--- src/uecs_pkg.sv ---
// package: register map, field positions, event codes and widths of the event count select block
package uecs_pkg;

  // ----------------------------------------------------------------
  // register offsets (byte addresses on the wishbone bus)
  // ----------------------------------------------------------------
  localparam logic [7:0] UECS_ADR_SELECT = 8'h00;
  localparam logic [7:0] UECS_ADR_MODE = 8'h04;
  localparam logic [7:0] UECS_ADR_CNT_LO = 8'h08;
  localparam logic [7:0] UECS_ADR_CNT_HI = 8'h0c;
  localparam logic [7:0] UECS_ADR_SLEEP = 8'h10;

  // ----------------------------------------------------------------
  // field positions and reset values
  // ----------------------------------------------------------------
  localparam int UECS_SEL_CODE_LSB = 0;
  localparam int UECS_SEL_MASK_LSB = 8;
  localparam int UECS_SEL_EN_BIT = 16;
  localparam int UECS_MODE_RAS_BIT = 0;
  localparam logic [7:0] UECS_RST_CODE = 8'h00;
  localparam logic [7:0] UECS_RST_MASK = 8'h00;
  localparam logic UECS_RST_EN = 1'b0;
  localparam logic UECS_RST_RAS = 1'b0;

  // ----------------------------------------------------------------
  // event codes and unit-mask layout
  // ----------------------------------------------------------------
  localparam logic [7:0] UECS_EV_PRIO_UPDATE = 8'h31;
  localparam logic [7:0] UECS_EV_DRAM_RETRY = 8'h32;
  localparam logic [7:0] UECS_EV_FORCE_ACK = 8'h33;
  localparam logic [7:0] UECS_EV_SLEEP = 8'h34;
  localparam int UECS_NUM_SUB = 6;
  localparam int UECS_NUM_CHAN = 3;

  // isochronous_class priority encoding of an incoming request
  localparam logic [1:0] UECS_PRIO_NORMAL = 2'h0;
  localparam logic [1:0] UECS_PRIO_HIGH = 2'h1;
  localparam logic [1:0] UECS_PRIO_CRIT = 2'h2;

  // ----------------------------------------------------------------
  // widths
  // ----------------------------------------------------------------
  localparam int UECS_CNT_W = 48;
  localparam int UECS_CNT_HI_W = 16;
  localparam int UECS_INC_W = 3;
  localparam int UECS_NUM_REQ = 8;
  localparam int UECS_REQ_ID_W = 3;

  typedef enum logic [1:0] {
    UECS_WB_IDLE = 2'b01,
    UECS_WB_ACK = 2'b10
  } uecs_wb_state_t;

endpackage
--- src/uecs_counter.sv ---
// event counter: adds a per-cycle occurrence count, cleared by reset or software
`timescale 1ns/1ps

module uecs_counter
  import uecs_pkg::*;
(
  input wire logic clk_i,
  input wire logic rst_i,
  input wire logic clr_i,
  input wire logic en_i,
  input wire logic [UECS_INC_W-1:0] inc_i,
  output logic [UECS_CNT_W-1:0] cnt_o
);

  logic [UECS_CNT_W-1:0] cnt_ff;
  logic [UECS_CNT_W-1:0] nxt_cnt;

  // software clear wins over a same-cycle increment so a cleared count reads zero
  always_comb begin
    nxt_cnt = cnt_ff;
    if (clr_i) begin
      nxt_cnt = '0;
    end else if (en_i) begin
      nxt_cnt = cnt_ff + {{(UECS_CNT_W-UECS_INC_W){1'b0}}, inc_i};
    end
  end

  always_ff @(posedge clk_i) begin
    if (rst_i) begin
      cnt_ff <= '0;
    end else begin
      cnt_ff <= nxt_cnt;
    end
  end

  assign cnt_o = cnt_ff;

endmodule

--- src/uecs_event_select.sv ---
// uncore event select: home-logic priority updates, sleep tracking, event selection and counter bus
`timescale 1ns/1ps

// What this block does
// - code 31h mask 07h counts priority updates on any channel.
// - isochronous high or critical request matching issued normal request makes a priority update.
// - the priority update is sent to the memory_request_queue to expedite that request.
// - code 32h masks 01h/02h/04h count dram retries of channel 0/1/2.
// - code 32h mask 07h counts dram retries on any channel.
// - dram retries count only while ras mode is configured.
// - code 33h masks 01h/02h/04h count force-ack conflicts to hub/remote/local.
// - code 33h mask 07h counts all force-ack conflict messages.
// - code 34h mask 01h counts sleeps for hub write-after-read ordering.
// - code 34h mask 02h counts sleeps for remote write-after-read ordering.
// - code 34h mask 04h counts sleeps for local write-after-read ordering.
// - code 34h mask 08h counts sleeps for hub address clashes.
// - code 34h mask 10h counts sleeps for remote address clashes.
// - code 34h mask 20h counts sleeps for local address clashes.
// - a sleeping request is not eligible for scheduling to the queue.
// - code 31h masks 01h/02h/04h count priority updates on channel 0/1/2.
module uecs_event_select
  import uecs_pkg::*;
(
  input wire logic clk_i,
  input wire logic rst_i,
  // wishbone classic slave
  input wire logic wb_cyc_i,
  input wire logic wb_stb_i,
  input wire logic wb_we_i,
  input wire logic [7:0] wb_adr_i,
  input wire logic [3:0] wb_sel_i,
  input wire logic [31:0] wb_dat_i,
  output logic [31:0] wb_dat_o,
  output logic wb_ack_o,
  // isochronous_class request arriving at the home_agent_logic
  input wire logic isochronous_class_req_vld_i,
  input wire logic [1:0] isochronous_class_req_prio_i,
  input wire logic [1:0] isochronous_class_req_chan_i,
  input wire logic isochronous_class_match_issued_i,
  output logic prio_upd_o,
  output logic [UECS_NUM_CHAN-1:0] prio_upd_chan_o,
  // integrated_dram_controller retries, one strobe per channel
  input wire logic [UECS_NUM_CHAN-1:0] dram_retry_i,
  output logic ras_mode_o,
  // force-ack conflict messages: bit 0 hub, 1 remote, 2 local
  input wire logic [UECS_NUM_CHAN-1:0] force_ack_conflict_i,
  // sleep tracking of home_agent_logic requests
  input wire logic sleep_set_i,
  input wire logic [UECS_REQ_ID_W-1:0] sleep_id_i,
  input wire logic [UECS_NUM_SUB-1:0] sleep_cause_i,
  input wire logic wake_i,
  input wire logic [UECS_REQ_ID_W-1:0] wake_id_i,
  output logic [UECS_NUM_REQ-1:0] sched_eligible_o
);

  // ----------------------------------------------------------------
  // bus state
  // ----------------------------------------------------------------
  uecs_wb_state_t wb_state_ff;
  uecs_wb_state_t nxt_wb_state;
  logic [31:0] rdata_ff;
  logic [31:0] nxt_rdata;
  logic [7:0] code_ff;
  logic [7:0] nxt_code;
  logic [7:0] umask_ff;
  logic [7:0] nxt_umask;
  logic en_ff;
  logic nxt_en;
  logic ras_ff;
  logic nxt_ras;
  logic wr_commit;
  logic cnt_clr;
  logic [31:0] byte_mask;
  logic [31:0] sel_word;
  logic [31:0] mode_word;
  logic [UECS_CNT_W-1:0] cnt;
  logic [UECS_NUM_REQ-1:0] sleep_ff;

  // ----------------------------------------------------------------
  // wishbone slave
  // ----------------------------------------------------------------
  // ack is registered, so a write lands on the edge where the master sees ack high
  assign wr_commit = (wb_state_ff == UECS_WB_ACK) && wb_cyc_i && wb_stb_i && wb_we_i;
  assign cnt_clr = wr_commit && (wb_adr_i == UECS_ADR_CNT_LO);
  assign byte_mask = {{8{wb_sel_i[3]}}, {8{wb_sel_i[2]}}, {8{wb_sel_i[1]}}, {8{wb_sel_i[0]}}};
  assign sel_word = {15'h0000, en_ff, umask_ff, code_ff};
  assign mode_word = {31'h00000000, ras_ff};

  always_comb begin
    logic [31:0] wsel;
    logic [31:0] wmode;
    wsel = (sel_word & ~byte_mask) | (wb_dat_i & byte_mask);
    wmode = (mode_word & ~byte_mask) | (wb_dat_i & byte_mask);
    nxt_wb_state = wb_state_ff;
    nxt_rdata = rdata_ff;
    nxt_code = code_ff;
    nxt_umask = umask_ff;
    nxt_en = en_ff;
    nxt_ras = ras_ff;
    case (wb_state_ff)
      UECS_WB_IDLE: begin
        if (wb_cyc_i && wb_stb_i) begin
          nxt_wb_state = UECS_WB_ACK;
          case (wb_adr_i)
            UECS_ADR_SELECT: nxt_rdata = sel_word;
            UECS_ADR_MODE: nxt_rdata = mode_word;
            UECS_ADR_CNT_LO: nxt_rdata = cnt[31:0];
            UECS_ADR_CNT_HI: nxt_rdata = {16'h0000, cnt[UECS_CNT_W-1:32]};
            UECS_ADR_SLEEP: nxt_rdata = {24'h000000, sleep_ff};
            default: nxt_rdata = 32'h00000000;
          endcase
        end
      end
      UECS_WB_ACK: begin
        nxt_wb_state = UECS_WB_IDLE;
        if (wr_commit && wb_adr_i == UECS_ADR_SELECT) begin
          nxt_code = wsel[UECS_SEL_CODE_LSB +: 8];
          nxt_umask = wsel[UECS_SEL_MASK_LSB +: 8];
          nxt_en = wsel[UECS_SEL_EN_BIT];
        end
        if (wr_commit && wb_adr_i == UECS_ADR_MODE) begin
          nxt_ras = wmode[UECS_MODE_RAS_BIT];
        end
      end
      default: begin
        nxt_wb_state = UECS_WB_IDLE;
      end
    endcase
  end

  always_ff @(posedge clk_i) begin
    if (rst_i) begin
      wb_state_ff <= UECS_WB_IDLE;
      rdata_ff <= 32'h00000000;
      code_ff <= UECS_RST_CODE;
      umask_ff <= UECS_RST_MASK;
      en_ff <= UECS_RST_EN;
      ras_ff <= UECS_RST_RAS;
    end else begin
      wb_state_ff <= nxt_wb_state;
      rdata_ff <= nxt_rdata;
      code_ff <= nxt_code;
      umask_ff <= nxt_umask;
      en_ff <= nxt_en;
      ras_ff <= nxt_ras;
    end
  end

  assign wb_ack_o = (wb_state_ff == UECS_WB_ACK);
  assign wb_dat_o = rdata_ff;
  assign ras_mode_o = ras_ff;

  // ----------------------------------------------------------------
  // priority update generation
  // ----------------------------------------------------------------
  logic prio_upd_ff;
  logic nxt_prio_upd;
  logic [UECS_NUM_CHAN-1:0] prio_chan_ff;
  logic [UECS_NUM_CHAN-1:0] nxt_prio_chan;

  always_comb begin
    logic urgent;
    urgent = (isochronous_class_req_prio_i == UECS_PRIO_HIGH) || (isochronous_class_req_prio_i == UECS_PRIO_CRIT);
    // only an already issued normal-priority match needs expediting
    nxt_prio_upd = isochronous_class_req_vld_i && urgent && isochronous_class_match_issued_i;
    nxt_prio_chan = '0;
    if (nxt_prio_upd && isochronous_class_req_chan_i < 2'(UECS_NUM_CHAN)) begin
      nxt_prio_chan[isochronous_class_req_chan_i] = 1'b1;
    end
  end

  always_ff @(posedge clk_i) begin
    if (rst_i) begin
      prio_upd_ff <= 1'b0;
      prio_chan_ff <= '0;
    end else begin
      prio_upd_ff <= nxt_prio_upd;
      prio_chan_ff <= nxt_prio_chan;
    end
  end

  assign prio_upd_o = prio_upd_ff;
  assign prio_upd_chan_o = prio_chan_ff;

  // ----------------------------------------------------------------
  // sleep table
  // ----------------------------------------------------------------
  // a request that is put to sleep and woken in one cycle stays asleep: the sleep wins
  genvar gi;
  generate
    for (gi = 0; gi < UECS_NUM_REQ; gi = gi + 1) begin : g_req
      logic nxt_sleep;
      always_comb begin
        nxt_sleep = sleep_ff[gi];
        if (wake_i && wake_id_i == UECS_REQ_ID_W'(gi)) begin
          nxt_sleep = 1'b0;
        end
        if (sleep_set_i && sleep_id_i == UECS_REQ_ID_W'(gi)) begin
          nxt_sleep = 1'b1;
        end
      end
      always_ff @(posedge clk_i) begin
        if (rst_i) begin
          sleep_ff[gi] <= 1'b0;
        end else begin
          sleep_ff[gi] <= nxt_sleep;
        end
      end
      assign sched_eligible_o[gi] = ~sleep_ff[gi];
    end
  endgenerate

  // ----------------------------------------------------------------
  // event selection
  // ----------------------------------------------------------------
  logic [UECS_NUM_SUB-1:0] sub_hit;
  logic [UECS_INC_W-1:0] inc;

  always_comb begin
    logic [UECS_NUM_SUB-1:0] raw;
    raw = '0;
    case (code_ff)
      UECS_EV_PRIO_UPDATE: raw = {3'b000, prio_chan_ff};
      UECS_EV_DRAM_RETRY: raw = {3'b000, dram_retry_i & {UECS_NUM_CHAN{ras_ff}}};
      UECS_EV_FORCE_ACK: raw = {3'b000, force_ack_conflict_i};
      // bits 0..2 ordering (hub, remote, local), bits 3..5 address clash
      UECS_EV_SLEEP: raw = sleep_cause_i & {UECS_NUM_SUB{sleep_set_i}};
      default: raw = '0;
    endcase
    // each of mask bits 0..5 selects one sub-event (bits 6 and 7 select none), and every selected hit adds one to the count
    sub_hit = raw & umask_ff[UECS_NUM_SUB-1:0];
    inc = '0;
    for (int i = 0; i < UECS_NUM_SUB; i++) begin
      inc = inc + UECS_INC_W'(sub_hit[i]);
    end
  end

  uecs_counter u_counter (
    .clk_i(clk_i),
    .rst_i(rst_i),
    .clr_i(cnt_clr),
    .en_i(en_ff),
    .inc_i(inc),
    .cnt_o(cnt)
  );

endmodule

--- config.mk ---
export PLATFORM = sky130hd
export DESIGN_NAME = uecs_event_select
export DESIGN_NICKNAME = d
export VERILOG_FILES = /design/src/uecs_pkg.sv /design/src/uecs_counter.sv /design/src/uecs_event_select.sv
export SDC_FILE = /design/constraint.sdc
export NUM_CORES = 1
export LEC_CHECK = 0
export BUFFER_PORTS_ARGS = -buffer_cell sky130_fd_sc_hd__buf_2
export CORE_MARGIN = 3
export CORE_UTILIZATION = 50
export CTS_CLUSTER_SIZE = 20
export DETAILED_ROUTE_END_ITERATION = 7
export GPL_TIMING_DRIVEN = 0
export PLACE_DENSITY = 0.77
export SETUP_SLACK_MARGIN = 0.5
export SYNTH_ARGS = -nofsm -noshare
export SYNTH_HDL_FRONTEND = slang
export SYNTH_SLANG_ARGS = --single-unit
--- constraint.sdc ---
create_clock -name clk_i -period 7.4 [get_ports clk_i]
set_input_delay 0.37 -clock clk_i [delete_from_list [all_inputs] [get_ports clk_i]]
set_output_delay 0.37 -clock clk_i [all_outputs]
set_load 0.02 [all_outputs]
======== Word-level counts from Yosys, hierarchy flattened ========
Cells that the tools add are included.
storage, ports and cells
  flip-flop bits (word level) ............. 112
  bits of input ports ..................... 75
  output and inout port bits .............. 46
  word-level logic and storage cells ...... 136
operators by class
  $add $sub $neg .......................... 6
  magnitude comparators ................... 3
  equality and inequality tests ........... 26
  mux-type cells .......................... 20
  bitwise operators ....................... 19
  reductions and logical operators ........ 45
operator list
  cell                number
  $pmux 32 s5         1
  $add 48x3->48       1
  $and 17x17->17      2
  $eq 8x6->1 const B  4
  $logic_and 1x1->1   27
  $eq 3x3->1 const B  8
  $pmux 6 s4          1
  $mux 1              17
  $not 17->17         1
  $or 17x17->17       1
  $eq 8x4->1 const B  2
  $reduce_bool 2->1   8
  $and 6x6->6         2
  $eq 3x2->1 const B  4
  $not 1->1           10
  $add 3x1->3         3
  $eq 8x3->1 const B  1
  $eq 8x5->1 const B  1
  $logic_not 8->1     1
  $eq 3x1->1 const B  2
  $logic_not 3->1     2
  $reduce_and 2->1    3
  $reduce_or 2->1     3
  $eq 2x1->1 const B  2
  11 further kinds    12

======== Logic depth before layout (Yosys ltp) ========
  word-level depth ........................ 9
  depth in mapped cells ................... 16
  depth with buffers taken out ............ 14

======== Cells and area by module ========
From an unflattened synthesis, not the netlist that was laid out.
unflattened totals
  cell total of the unflattened synthesis .. 633
  area, all modules ....................... 5635.4 µm²
by module, submodules not included
  module             times used  cells an instance  area each (µm²)  seq. area each (µm²)
  uecs_event_select  1           337                3136.8           1281.2
  uecs_counter       1           296                2498.6           960.9

======== Least setup slack after synthesis ========
Ideal clock, no wire load.
  path kind ............................... register to register
  from .................................... reg (tool-made name)
  to ...................................... reg u_counter.cnt_ff[24] (netlist: u_counter.cnt_o[24])
  library setup time ...................... 70 ps
  arrival ................................. 4193 ps
  data required time ...................... 7330 ps
  path slack .............................. 3137 ps
  cell stages (with the launch flop) ...... 16
  path buffers ............................ 2
  period minus slack after synthesis ...... 4263 ps
  cells stage by stage .................... dfxtp_1 > or4_1 > nor2_1 > o211ai_1 > fa_1 > inv_1 > fa_1 > fa_1 > inv_1 > fa_1 > nor2b_1 > clkbuf_1 > o21ai_0 > clkbuf_1 > or4_1 > a21oi_1
RTL lines
  element                 line                text
  end signal: assignment  uecs_counter.sv:32  cnt_ff <= nxt_cnt;
  end: declaration        uecs_counter.sv:15  logic [UECS_CNT_W-1:0] cnt_ff;

==> out/qor.yml <==
detailed_routing:
  post_drt_wl_per_cell_um: 19.1
  drt-total-wl_um: 17600
  drc: 0
  num_vias: 5739
  first_iter_violations: 472
  avgViaCountPerCell: 6.22
  dr.pass1.iters: 5
  ant_nets: 0
layout:
  nFillCells: 1020
  stdcell_area_sq_um: 6720
  nNetsFinal: 859
  drive_gt1_share_pct: 16.5
  area_growth_pct: 16.6
  stdcell_count: 922
  n_antenna_cell: 0
sta:
  fin_crit_sh_pct: 67.6
  fmax_mhz: 200
  final.setup.tns_ns: 0
  rsz0062_at_grt: "no"
  worstMarginPinSlew_ns: 1.30
  slew_headroom_pct: 12.8
  finalHoldViolCount: 0
  clock_skew_ns: 0.00987
  slew_violations: 0
  final-setup-viol-count: 0
  fin_crit_ns: 5.00
cts:
  cts_max_level: 3
  post_cts_buffers: 0
  clk_pin_slew_worst_paths_ns: 0.08
  cts-root-buf: "clkbuf_16"
  cts_resized: 0
  numCtsBuffers: 9
  cts.sinks: 112
  worstSkewPairLatency_ns: 0.36
  clk_path_buf_depth: 2
  cts_hold_buf: 0
  cts_tree: "built"
synthesis:
  syn_area_sq_um: 5760
  ys.flop_type: "dfxtp_1"
  synth_area_per_cell_sq_um: 8.68
  synth_edf_count: 0
  yosys.area.top_type: "dfxtp_1"
  ys_warn_count: 0
  synth_top_cell_area_share_pct: 38.9
  ys_top_cells_by_area: "dfxtp_1 (39%), mux2i_1 (8.5%), o211ai_1 (4.8%)"
  synthArstFlopShare_pct: 0
  ys_seq_area_share_pct: 38.9
  netlist_instances: 664
  synth-seq-cells: 112
  synth_cell_types: 50
  syn_nets: 746
grt:
  grt_max_degree: 19
  grt.overflow.total: 0
  antenna_found_initial: 0
  grt_pass1_wl_um: 27700
  grt_pass1_vias: 5374
  grt.total_usage_pct: 27.2
place:
  post-dp-hpwl_um: 13200
  dpl_cell_area_sq_um: 6450
  placed_cells: 906
  portBuffers: 102
  place_congestion: 0.925
run_status:
  status: "finished, final reports clean"
setup_path:
  reg2reg_slack_ns: 2.40
  r2r-end: "u_counter.cnt_o[34]"
  cp_max_fo: 10
  crit_path_end_kind: "register"
  path_class: "reg2reg"
  critPathArrivalTime_ns: 5.29
  cp.required_ns: 7.69
  crit_path_start_kind: "register"
  rr_worst_depth: 15
floorplan:
  die_h_um: 113
  fp.dieW_um: 113
  dieArea_sq_um: 12900
  initial_core_util_pct: 52.2
  ios: 121
  rows: 38
  core-area_sq_um: 11000
job:
  max_cap_viol_count: 0
pwr:
  vdd_drop_max_mv: 0.238
  power_leakage_nw: 2.43
  power.density_nw_per_um2: 170
min_path:
  hold_path.startpoint: "isochronous_class_req_chan_i[0]"
  hold_path_end: "prio_upd_chan_o[2]"
  hold_class: "in2reg"
  whs_path_depth: 2
==> cell type report <==
cell class / count / area [sq um] / area share (%)
Timing Repair Buffer: 102 / 510 / 7.60
Tap cell: 140 / 175 / 2.61
Buffer: 52 / 214 / 3.18
Inverter: 36 / 135 / 2.01
Clock inverter: 5 / 38.8 / 0.577
Sequential cell: 112 / 2240 / 33.4
Clock buffer: 11 / 233 / 3.46
Multi-Input combinational cell: 464 / 3170 / 47.2
==> stage by stage <==
stage	hold slack [ns]	power, mW	utilization, %	setup slack (ns)
after floorplan	0.446	0.659	-	3.14
after global placement	0.433	0.691	58.5	2.63
after detailed placement	0.447	0.693	58.5	2.54
after CTS	0.183	1.15	60.9	2.48
after global routing	0.186	1.18	60.9	2.12
final	0.193	1.14	60.9	2.40
==> layer usage <==
metal	track usage, %	vias up	share of wire [%]
met5	0	-	0
met2	44.7	256	48
li1	-	2700	-
met4	8.57	0	2.5
met1	35.6	2746	42
met3	6.15	37	7.7
==> worst max path at each step <==
stage	from	to	slack (ns)	cells after the start
after CTS	register	u_counter.cnt_o[34]	2.48	15
after detailed placement	register	u_counter.cnt_o[34]	2.54	15
after floorplan	register	u_counter.cnt_o[24]	3.14	15
after global routing	register	u_counter.cnt_o[18]	2.12	15
after global placement	register	u_counter.cnt_o[24]	2.63	15
final	register	u_counter.cnt_o[34]	2.40	15
==> cells in the final DEF, fill, tap and decap left out, types with 9 or more instances in the layout <==
master	n
a21oi_1	34
a22o_1	12
a22oi_1	18
a2bb2oi_1	14
and4_1	9
buf_2	105
clkbuf_1	47
clkbuf_16	9
dfxtp_1	112
inv_1	35
mux2i_1	49
nand2_1	35
nand3_1	18
nand4_1	17
nor2_1	51
nor2b_1	10
nor4_1	18
o211ai_1	37
o21ai_0	33
o31ai_1	17
or3_1	10
or4_1	16
==> synthesized netlist by cell type, drive strengths merged (7+ instances only) <==
cell type	n
dfxtp	112
nand2	35
and4	9
a2bb2oi	14
mux2i	49
o31ai	17
clkbuf	45
nand4	17
and3	7
a22oi	18
or4	18
a21oi	34
o21ai	34
inv	36
a22o	12
nor2b	10
buf	7
or3	10
nor4	21
nand3	18
o211ai	37
xor2	8
nor2	51
==> report_power, final <==
group / total (mW) / switching [mW] / internal [mW]
registers: 0.607 / 0.00223 / 0.604
logic: 0.0737 / 0.0469 / 0.0268
clock network: 0.462 / 0.230 / 0.232
==> logic make-up (layout without fill, tap and decap cells) <==
family	Yosys count	count (layout)	share of synthesized area (%)
fa+ha+maj	7	7	2.04
mux	50	50	8.90
buf+inv	88	206	6.06
flops	112	112	38.9
compound gates	179	179	21.2
simple gates	220	220	21.7
xor+xnor	8	8	1.22
==> critical path: stages, from the launching register on <==
cell and delay, ns:
dfxtp_1 0.33, or4_1 0.58, nor2_1 0.22, o211ai_1 0.15, fa_1 0.55, inv_1 0.06, fa_1 0.55, fa_1 0.24
inv_1 0.07, fa_1 0.38, nor2b_1 0.13, clkbuf_1 0.44, o2111ai_1 0.28, clkbuf_1 0.27, or4_1 0.51, a21oi_1 0.16
(Power assumes the default switching activity.)
